===== src/common/buck_ctl_pkg.sv =====
// Shared constants and carriers for the buck mode and fault control.
// Assumes one 25 MHz clock; all inputs synchronous to it.
package buck_ctl_pkg;
    localparam int unsigned CLK_HZ = 25000000;
    localparam int unsigned NUM_RAILS = 3;
    localparam logic [3:0] NB_CONSEC_CYCLES = 4'h8;
    localparam int unsigned UV_TIME_US = 1000;
    localparam int unsigned UV_CYCLES = (UV_TIME_US * (CLK_HZ / 1000000));
    localparam int unsigned OFF_WAIT_CYCLES = 1;
    localparam logic [1:0] WINDOW_NORMAL = 2'h0;
    localparam logic [1:0] WINDOW_RAISED = 2'h1;
    localparam int unsigned UV_CNT_W = 16;
    localparam int unsigned RAIL_NB = 2;

    typedef struct packed {
        logic high_side;
        logic low_side;
        logic enable;
    } gate_cmd_t;

    typedef struct packed {
        logic pwm;
        logic switch_node_pos;
        logic high_below_1v;
        logic low_below_1v;
        logic cycle_start;
    } rail_sense_t;

    typedef struct packed {
        logic high_output;
        logic low_output;
        logic excess_current;
    } fault_in_t;
endpackage


===== src/core/rail_gate_drive.sv =====
// One rail's gate interlock and light-load emulation sequencer.
// Assumes comparator inputs are synchronous to sys_clk_i.
module rail_gate_drive
(
    input wire logic sys_clk_i,
    input wire logic sys_rst_i,
    input wire buck_ctl_pkg::rail_sense_t sense_i,
    input wire logic emulation_en_i,
    input wire logic is_northbridge_i,
    input wire logic drive_off_i,
    output buck_ctl_pkg::gate_cmd_t gate_o,
    output logic skip_mode_o,
    output logic [1:0] window_sel_o
);
    import buck_ctl_pkg::*;

    logic [3:0] pos_count;
    logic pos_seen;
    logic high_req;
    logic low_req;
    logic skip_now;

    assign high_req = sense_i.pwm;
    assign low_req = !sense_i.pwm && !(skip_mode_o && sense_i.switch_node_pos);

    // RL2 Cross-conduction interlock
    always_ff @(posedge sys_clk_i or posedge sys_rst_i)
    begin
        if (sys_rst_i)
            gate_o <= '0;
        else if (drive_off_i)
            gate_o <= '0;
        else
        begin
            gate_o.enable <= 1'b1;
            gate_o.high_side <= high_req && !gate_o.low_side && sense_i.low_below_1v;
            // RL9 Low side off when node positive
            gate_o.low_side <= low_req && !gate_o.high_side && sense_i.high_below_1v
                && !(emulation_en_i && sense_i.switch_node_pos);
        end
    end

    // RL5 Direction sampled while low side on
    always_ff @(posedge sys_clk_i or posedge sys_rst_i)
    begin
        if (sys_rst_i)
            pos_seen <= 1'b0;
        else if (sense_i.cycle_start)
            pos_seen <= 1'b0;
        else if (gate_o.low_side && sense_i.switch_node_pos)
            pos_seen <= 1'b1;
    end

    // RL7 Eight consecutive cycles for northbridge
    // RL8 Counter clears on miss or emulation off
    always_ff @(posedge sys_clk_i or posedge sys_rst_i)
    begin
        if (sys_rst_i)
            pos_count <= '0;
        else if (!emulation_en_i)
            pos_count <= '0;
        // Exit restarts the run so skip cannot re-enter next clock
        else if (skip_mode_o && gate_o.low_side && !sense_i.switch_node_pos && sense_i.cycle_start)
            pos_count <= '0;
        else if (sense_i.cycle_start)
        begin
            if (!pos_seen)
                pos_count <= '0;
            else if (pos_count != NB_CONSEC_CYCLES)
                pos_count <= pos_count + 4'h1;
        end
    end

    // RL6 Core enters skip on first positive node
    assign skip_now = is_northbridge_i ? (pos_count == NB_CONSEC_CYCLES) : pos_seen;

    // RL10 Back to continuous after negative node
    always_ff @(posedge sys_clk_i or posedge sys_rst_i)
    begin
        if (sys_rst_i)
            skip_mode_o <= 1'b0;
        else if (!emulation_en_i)
            skip_mode_o <= 1'b0;
        else if (gate_o.low_side && !sense_i.switch_node_pos && sense_i.cycle_start)
            skip_mode_o <= 1'b0;
        else if (skip_now)
            skip_mode_o <= 1'b1;
    end

    // RL11 Window raised on northbridge skip
    always_ff @(posedge sys_clk_i or posedge sys_rst_i)
    begin
        if (sys_rst_i)
            window_sel_o <= WINDOW_NORMAL;
        else
            window_sel_o <= (is_northbridge_i && skip_mode_o) ? WINDOW_RAISED : WINDOW_NORMAL;
    end
endmodule // rail_gate_drive


===== src/core/buck_mode_fault_control.sv =====
// Mode selection, phase shedding, fault latch and power-good for three rails.
// Assumes rail 0/1 are core, rail 2 northbridge; fault flags synchronous.
// Functional notes
// RL1 - Grounded offset resistor selects serial VID with droop
// RL2 - Gate turns on only after opposite below 1V
// RL3 - Request high forces continuous on all rails
// RL4 - Dual-plane request low enables emulation everywhere
// RL5 - Sample switch node while low side conducts
// RL6 - Core skips on first positive switch node
// RL7 - Northbridge skips after eight consecutive positive cycles
// RL8 - Northbridge counter clears on miss or disable
// RL9 - Low side off when switch node positive
// RL10 - Return to continuous after negative switch node
// RL11 - Northbridge skip raises window one third
// RL12 - Uniplane sheds one phase when request low
// RL13 - Power-good low through shutdown and soft-start
// RL14 - Power-good low on faults, reset, disable
// RL15 - Faults latch off until enable toggled
// RL16 - Outside party toggles enable after high fault
// RL17 - Excess current tri-states drivers, no restart
// RL18 - Low output for 1ms latches fault
module buck_mode_fault_control
(
    input wire logic sys_clk_i,
    input wire logic sys_rst_i,
    input wire logic enable_i,
    input wire logic power_save_request_n_i,
    input wire logic uniplane_i,
    input wire logic offset_set_pin_grounded_i,
    input wire logic soft_start_done_i,
    input wire logic outputs_in_limits_i,
    input wire buck_ctl_pkg::fault_in_t fault_i,
    input wire buck_ctl_pkg::rail_sense_t [buck_ctl_pkg::NUM_RAILS-1:0] sense_i,
    output buck_ctl_pkg::gate_cmd_t [buck_ctl_pkg::NUM_RAILS-1:0] gate_o,
    output logic [buck_ctl_pkg::NUM_RAILS-1:0] skip_mode_o,
    output logic [1:0] nb_window_sel_o,
    output logic serial_vid_mode_o,
    output logic droop_enable_o,
    output logic phase_shed_o,
    output logic fault_latched_o,
    output logic power_good_out_o,
    output logic power_good_out_oe_o
);
    import buck_ctl_pkg::*;

    typedef enum logic [1:0] {ST_OFF, ST_SOFT_START, ST_RUN, ST_FAULT} ctl_state_t;

    ctl_state_t state;
    logic [UV_CNT_W-1:0] uv_count;
    logic uv_fault;
    logic any_fault;
    logic emulation_en;
    logic drive_off;
    logic [1:0] unused_window [NUM_RAILS-1:0];

    // RL18 Low output must persist 1ms
    always_ff @(posedge sys_clk_i or posedge sys_rst_i)
    begin
        if (sys_rst_i)
            uv_count <= '0;
        else if (!fault_i.low_output || state != ST_RUN)
            uv_count <= '0;
        else if (uv_count != UV_CNT_W'(UV_CYCLES))
            uv_count <= uv_count + 1'b1;
    end
    assign uv_fault = (uv_count == UV_CNT_W'(UV_CYCLES));
    assign any_fault = fault_i.high_output || fault_i.excess_current || uv_fault;

    // RL15 Latch off until enable drops
    // RL16 Only enable low or reset clears a latched fault
    always_ff @(posedge sys_clk_i or posedge sys_rst_i)
    begin
        if (sys_rst_i)
            state <= ST_OFF;
        else if (!enable_i)
            state <= ST_OFF;
        else
        begin
            case (state)
                ST_OFF:
                    state <= ST_SOFT_START;
                ST_SOFT_START:
                    if (any_fault)
                        state <= ST_FAULT;
                    else if (soft_start_done_i)
                        state <= ST_RUN;
                ST_RUN:
                    if (any_fault)
                        state <= ST_FAULT;
                ST_FAULT:
                    state <= ST_FAULT;
                default:
                    state <= ST_OFF;
            endcase
        end
    end

    // RL17 All drivers tri-stated in fault
    assign drive_off = (state == ST_FAULT) || (state == ST_OFF);
    assign fault_latched_o = (state == ST_FAULT);

    // RL3 Request high forces continuous
    // RL4 Request low enables emulation
    assign emulation_en = !power_save_request_n_i && (state == ST_RUN);

    // RL1 Offset pin strap
    always_ff @(posedge sys_clk_i or posedge sys_rst_i)
    begin
        if (sys_rst_i)
        begin
            serial_vid_mode_o <= 1'b0;
            droop_enable_o <= 1'b0;
        end
        else if (state == ST_OFF)
        begin
            serial_vid_mode_o <= offset_set_pin_grounded_i;
            droop_enable_o <= offset_set_pin_grounded_i;
        end
    end

    // RL12 Shed second core phase in uniplane
    always_ff @(posedge sys_clk_i or posedge sys_rst_i)
    begin
        if (sys_rst_i)
            phase_shed_o <= 1'b0;
        else
            phase_shed_o <= uniplane_i && !power_save_request_n_i;
    end

    genvar r;
    generate
        for (r = 0; r < NUM_RAILS; r++)
        begin : g_rail
            logic [1:0] win;
            rail_gate_drive u_rail
            (
                .sys_clk_i(sys_clk_i),
                .sys_rst_i(sys_rst_i),
                .sense_i(sense_i[r]),
                .emulation_en_i(emulation_en),
                .is_northbridge_i(r == RAIL_NB),
                // Shed phase stays off rather than idling switched
                .drive_off_i(drive_off || (r == 1 && phase_shed_o)),
                .gate_o(gate_o[r]),
                .skip_mode_o(skip_mode_o[r]),
                .window_sel_o(win)
            );
            if (r == RAIL_NB)
            begin : g_nb
                assign nb_window_sel_o = win;
            end
            assign unused_window[r] = win;
        end
    endgenerate

    // RL13 Low until soft-start done and in limits
    // RL14 Low on faults, reset and disable
    always_ff @(posedge sys_clk_i or posedge sys_rst_i)
    begin
        if (sys_rst_i)
            power_good_out_oe_o <= 1'b1;
        else
            power_good_out_oe_o <= !(state == ST_RUN && outputs_in_limits_i && !any_fault
                && enable_i);
    end
    assign power_good_out_o = 1'b0;
endmodule // buck_mode_fault_control


===== config.mk =====
export PLATFORM = sky130hd
export DESIGN_NAME = buck_mode_fault_control
export DESIGN_NICKNAME = d
export VERILOG_FILES = /design/src/common/buck_ctl_pkg.sv /design/src/core/rail_gate_drive.sv /design/src/core/buck_mode_fault_control.sv
export SDC_FILE = /design/constraint.sdc
export NUM_CORES = 1
export LEC_CHECK = 0
export BUFFER_PORTS_ARGS = -buffer_cell sky130_fd_sc_hd__buf_2
export CAP_MARGIN = 40
export CORE_MARGIN = 3
export CORE_UTILIZATION = 25
export CTS_CLUSTER_DIAMETER = 50
export DETAILED_ROUTE_END_ITERATION = 16
export PLACE_DENSITY = 0.52
export SETUP_SLACK_MARGIN = 0.5
export SLEW_MARGIN = 10
export SYNTH_ARGS = -nofsm -noshare
export SYNTH_HDL_FRONTEND = slang
export SYNTH_SLANG_ARGS = --single-unit
export TNS_END_PERCENT = 30

===== constraint.sdc =====
create_clock -name sys_clk_i -period 1.7 [get_ports sys_clk_i]
set_input_delay 0.255 -clock sys_clk_i [delete_from_list [all_inputs] [get_ports sys_clk_i]]
set_output_delay 0.255 -clock sys_clk_i [all_outputs]
set_load 0.01 [all_outputs]

==> metrics, run 1 <==
Final Non-Filler Cells 363; clk slew on worst S/H paths 0.07 ns; Core Rows 32; vias post-DR 1631; drt drc 0; crit path kind register to register; slew margin rel. 66.0%; grt ovf 0; vias in the first global route 1553; first-pass GRT wire length 7560 um; wl on met1 2040 um; PortBufs 43; DR WL/cell 12.4 um; post-synthesis async set-or-reset flop share 100%; CTS H-tree depth 2; period utilization 86.6%; status finished clean; WL final 4480 um; Most used DFF post-synth dfrtp_1; Die Height 95.7 um; cts bufs inserted 5; critical path endpoint category register; worst min-delay path class input pin to asynchronous set/reset pin; RSZ-0062 raised after global routing true; Hold Violations, Final 0; Syn Inst Count 194; CTS max path bufs 2; Top Layer Used met4; hold slack 0.0660 ns; fmax 679 MHz; Worst-Margin Slew 0.510 ns; final setup vio count 0; Synth top area share 48.6%; most common cell in the netlist dfrtp_1; #FFs+latches synth 40; die area 9150 sq um; clk_skew 0.00342 ns; share of cells above drive strength 1 43.7%; post-route ant nets 0; nets@finish 295; cts hold-fix bufs 0; CP required 1.92 ns; Max IR drop VDD 0.000477 V; largest net degree at the start of global routing 41; drt pass-1 iters 4; Max-cap violations 0; WL met3 210 um; Detail Placement HPWL 3100 um; number of vias per cell 4.49; register area share after synthesis 49.9%; CTS Sinks 40; synthesized area 2010 sq um; Worst Path Arrival 1.69 ns; later-pin clock latency in the skew report 0.29 ns; gpl congestion 0.766; core area 7770 sq um; warnings from Yosys 0; Setup TNS 0 ns; Syn Area/Cell 10.4 sq um; CTS tree done; Yosys top cell by area dfrtp_1; Die Span X 95.7 um; fin. max-slew vios 0; Critical Path Start Type register; met2 WL 2180 um; CTS root buf clkbuf_8; Netlist cell types 44; initial drt markers 82; area delta synth->final 36.8%; initial core utilization 25.9%; antenna violations before repair 0; CP max FO 4; top cells by area, synth dfrtp_1 49%, ha_1 5.6%, nor2_1 3.5%, a21oi_1 3.0%, buf_4 2.6%; GR Util All Layers 10.6%; Post-synth EDFFs 0; LEAKAGE 1.25 nW; placed instance count 335; fin crit period 1.47 ns; Synth top cells by count 39 x dfrtp_1, 19 x nor2_1, 13 x nand2_1; pwr dens 840 nW/um^2; Antenna diodes 0; io pins 46
-- registers in the layout (all words and copies together) (netlist names) --
name                        cells
phase_shed_o                    1
g_rail.u_rail.window_sel_o      1
state                           2
uv_count                       16
g_rail.u_rail.pos_count         4
power_good_out_oe_o             1
g_rail.u_rail.pos_seen          3
droop_enable_o                  1
g_rail.u_rail.gate_o            8
g_rail.u_rail.skip_mode_o       3
-- repair_timing --
action / in CTS / in global routing
pin swaps: 9 / 10
resized for setup: 17 / 15
buffers inserted: 11 / 9
hold endpoints to repair: 0 / 0
setup endpoints to repair: 31 / 31
-- cells by family after synthesis --
| family | Yosys count | synth area share [%] |
|---|---|---|
| and+or+nand+nor | 83 | 24.2 |
| DFF | 40 | 49.9 |
| AOI/OAI and AO/OA | 27 | 8.34 |
| buffers and inverters | 20 | 5.42 |
| xor gates and xnor gates | 11 | 4.79 |
| adders and majority gates | 9 | 5.60 |
| muxes | 3 | 1.56 |
| other | 1 | 0.187 |
-- cell usage in the layout (no fill, tap or decap), drive strengths merged, types with 7 or more instances in the layout --
master	count
ha	9
buf	67
nand4	7
clkbuf	8
dfrtp	39
nand2	13
inv	11
nand3	7
nor2	19
a21oi	12
-- critical path, stage by stage, from the launching register on --
cell     delay (ns)
dfrtp_1        0.42
buf_4          0.14
and4_4         0.25
nand3_4        0.07
or4_1          0.40
a21oi_1        0.13
-- final timing paths --
check	startpoint	to	slack, ns	cells after the start
worst max-delay path	uv_count[1]	uv_count[15]	0.23	5
worst min-delay path	sys_rst_i	g_rail[1].u_rail.gate_o[2]	0.07	3
worst max register to register	uv_count[1]	uv_count[15]	0.23	5
worst min register to register	g_rail[2].u_rail.skip_mode_o	g_rail[2].u_rail.window_sel_o[0]	0.45	0
max in group asynchronous	sys_rst_i	uv_count[2]	1.24	3
min in group sys_clk_i	sense_i[5]	g_rail[1].u_rail.pos_seen	0.12	2
-- through the flow --
stage                     util [%]  setup slack, ns  total power [mW]  instance area (sq um)
after floorplan                  -            0.319              1.40                   2080
after global placement        30.7            0.169              1.58                   2390
after detailed placement      30.7            0.140              1.58                   2390
after CTS                     33.8            0.259              2.32                   2620
after global routing          35.4            0.157              2.46                   2750
final                         35.4            0.228              2.31                   2750
-- layer usage --
metal	track usage [%]	up-vias
met5	0	-
met4	3.67	0
met3	2.76	7
met2	15.9	34
met1	14.6	787
li1	-	803
-- cell type report --
type / count / area [sq um]
flip-flops and latches: 40 / 1010
multi-input cells: 135 / 1080
clock buffers: 8 / 90.1
well taps: 102 / 128
inverters: 11 / 41.3
repair buffers: 67 / 407
fillers: 807 / 5020
-- power by group --
group          internal, mW  leakage (nW)  switching [mW]  total (mW)
logic                 0.273         0.664           0.289       0.561
registers              1.02         0.537          0.0623        1.09
clock network         0.331        0.0455           0.328       0.659
No activity file was read; power rests on OpenSTA's default activity.
==> run 2, diff against run 1 <==
--- a/config.mk
+++ b/config.mk
@@ -11,6 +11,7 @@
 export CORE_UTILIZATION = 25
 export CTS_CLUSTER_DIAMETER = 50
 export DETAILED_ROUTE_END_ITERATION = 16
+export GPL_TIMING_DRIVEN = 0
 export PLACE_DENSITY = 0.52
 export SETUP_SLACK_MARGIN = 0.5
 export SLEW_MARGIN = 10
==> metrics, run 2 (same netlist as run 1, synthesis figures left out) <==
status finished clean; Worst R2R Setup Slack 0.22 ns; drt pass-1 iters 4; core area 7770 sq um; Detail Placement HPWL 3170 um; fmax 677 MHz; CTS root buf clkbuf_8; critical path's largest stage delay 0.41 ns; CTS max path bufs 2; crit path kind register to register; CP max FO 6; WL final 4240 um; Worst Path Arrival 1.69 ns; CP Cell Sequence ha_2 -> nand4_1 -> buf_4 -> or3_1 -> a21oi_1; fin crit period 1.48 ns; post-route ant nets 0; clk_skew 0.00548 ns; CTS Sinks 40; cts bufs inserted 5; vias post-DR 1586; critical path endpoint category register; grt ovf 0; worst path bufs/invs 1; io pins 46; RSZ-0062 raised after global routing true; clock power share 32.5%; later-pin clock latency in the skew report 0.29 ns; PortBufs 43; CTS tree done; Max IR drop VDD 0.000546 V; biggest regs uv_count: 16 flops, g_rail.u_rail.gate_o: 8 flops, g_rail.u_rail.pos_count: 4 flops; share of power burned in registers 45.3%; placed instance count 341; drt drc 0; area delta synth->final 34.3%; Design Area, Final 2700 sq um; Critical Path End uv_count[8]; initial core utilization 25.9%; RR Startpoint uv_count[1]; largest register by flop count uv_count; Final Core Density 34.7%; placed cell area 2440 sq um; Core Rows 32; Hold Violations, Final 0; CP required 1.92 ns; Max-cap violations 0; max reg flops 16; reg2reg end uv_count[8]; first-pass GRT wire length 7200 um; vias in the first global route 1550; gpl congestion 0.773; period utilization 86.9%; share of cells above drive strength 1 39.8%; R2R depth 5; Die Height 95.7 um; DR WL/cell 11.7 um; final setup vio count 0; Critical Path Start Type register; Slowest-stage cell, CP dfrtp_1; sw frac 28.1%; GR Util All Layers 10.1%; number of vias per cell 4.39; CTS H-tree depth 2; WP depth 5; antenna violations before repair 0; Antenna diodes 0; Setup TNS 0 ns; Setup WS post-layout 0.223 ns; pwr dens 886 nW/um^2; worst min-delay path class input pin to register; Pint 1.72 mW; initial drt markers 39; commonest non-fill, non-tap cells in the layout 43 x buf_2, 39 x dfrtp_1, 19 x nor2_1, 18 x buf_4, 12 x nand2_1; Comb power frac 22.2%; worst setup path startpoint uv_count[1]; Psw 0.671 mW; LEAKAGE 1.22 nW; CP delay by family, top simple AND/OR/NAND/NOR gates; die area 9150 sq um; leading cell type in the layout, fill and taps excluded buf_2; dpl ws 0.0868 ns; Die Span X 95.7 um; nets@finish 293; fin. max-slew vios 0; largest net degree at the start of global routing 34; Final Non-Filler Cells 361; clk slew on worst S/H paths 0.08 ns
==> run 2: changes by cell type in the layout (fill, tap and decap cells not counted), moves of 2 or more <==
cell and delta:
dfrtp_1 +4, dfrtp_2 -4, buf_4 -3, buf_6 -2, clkbuf_1 -2
==> run 2: power groups by stage <==
stage	registers [mW]	clock network, mW	logic, mW
2_1_floorplan	1.12	0	0.281
3_3_place_gp	1.10	0	0.504
3_5_place_dp	1.10	0	0.511
4_1_cts	1.09	0.812	0.535
5_1_grt	1.10	0.842	0.599
6_report	1.08	0.777	0.530
==> run 2: worst min path at each step <==
stage	slack, ns	endpoint	from	cells past startpoint
floorplan	0.32	phase_shed_o	power_save_request_n_i	1
global placement	0.42	g_rail[2].u_rail.window_sel_o[0]	g_rail[2].u_rail.skip_mode_o	0
detailed placement	0.17	g_rail[1].u_rail.gate_o[2]	sys_rst_i	2
CTS	0.10	g_rail[0].u_rail.pos_seen	sense_i[0]	2
global route	0.11	g_rail[1].u_rail.pos_seen	sense_i[5]	2
finish	0.12	g_rail[0].u_rail.pos_seen	sense_i[0]	2
==> run 2: per-layer routing <==
metal	share of wire, %	vias to the layer above	global-route usage [%]
li1	-	798	-
met1	46	752	12.9
met3	3.8	4	2.45
met4	0.68	0	3.20
met2	50	32	16.8
met5	0	-	0
==> run 2: worst register-to-register path, stage by stage, from the launching register on <==
cell	delay, ns
dfrtp_1	0.41
ha_2	0.22
nand4_1	0.10
buf_4	0.18
or3_1	0.34
a21oi_1	0.15
==> run 2: metrics by stage <==
step / hold WS, ns / power (mW)
after floorplan: 0.321 / 1.40
after global placement: 0.424 / 1.61
after detailed placement: 0.172 / 1.61
after CTS: 0.104 / 2.43
after global routing: 0.109 / 2.54
final: 0.117 / 2.39
==> run 2: cell type report <==
class | instances | area [sq um]
plain buffers | 9 | 77.6
well taps | 102 | 128
inverters | 11 | 41.3
flip-flops and latches | 40 | 1000
repair buffers | 56 | 328
fillers | 814 | 5070
clock buffers | 5 | 68.8
clock inverters | 3 | 42.5
multi-input cells | 135 | 1010
==> run 2: what timing repair did <==
| item | CTS | global route |
|---|---|---|
| gates cloned | 0 | 0 |
| pin swaps | 3 | 3 |
| endpoints found under the hold margin | 7 | 0 |
| endpoints found under the setup margin | 37 | 38 |
| hold buffers | 1 | 0 |
| gates resized for setup | 7 | 7 |
| setup buffers | 7 | 4 |
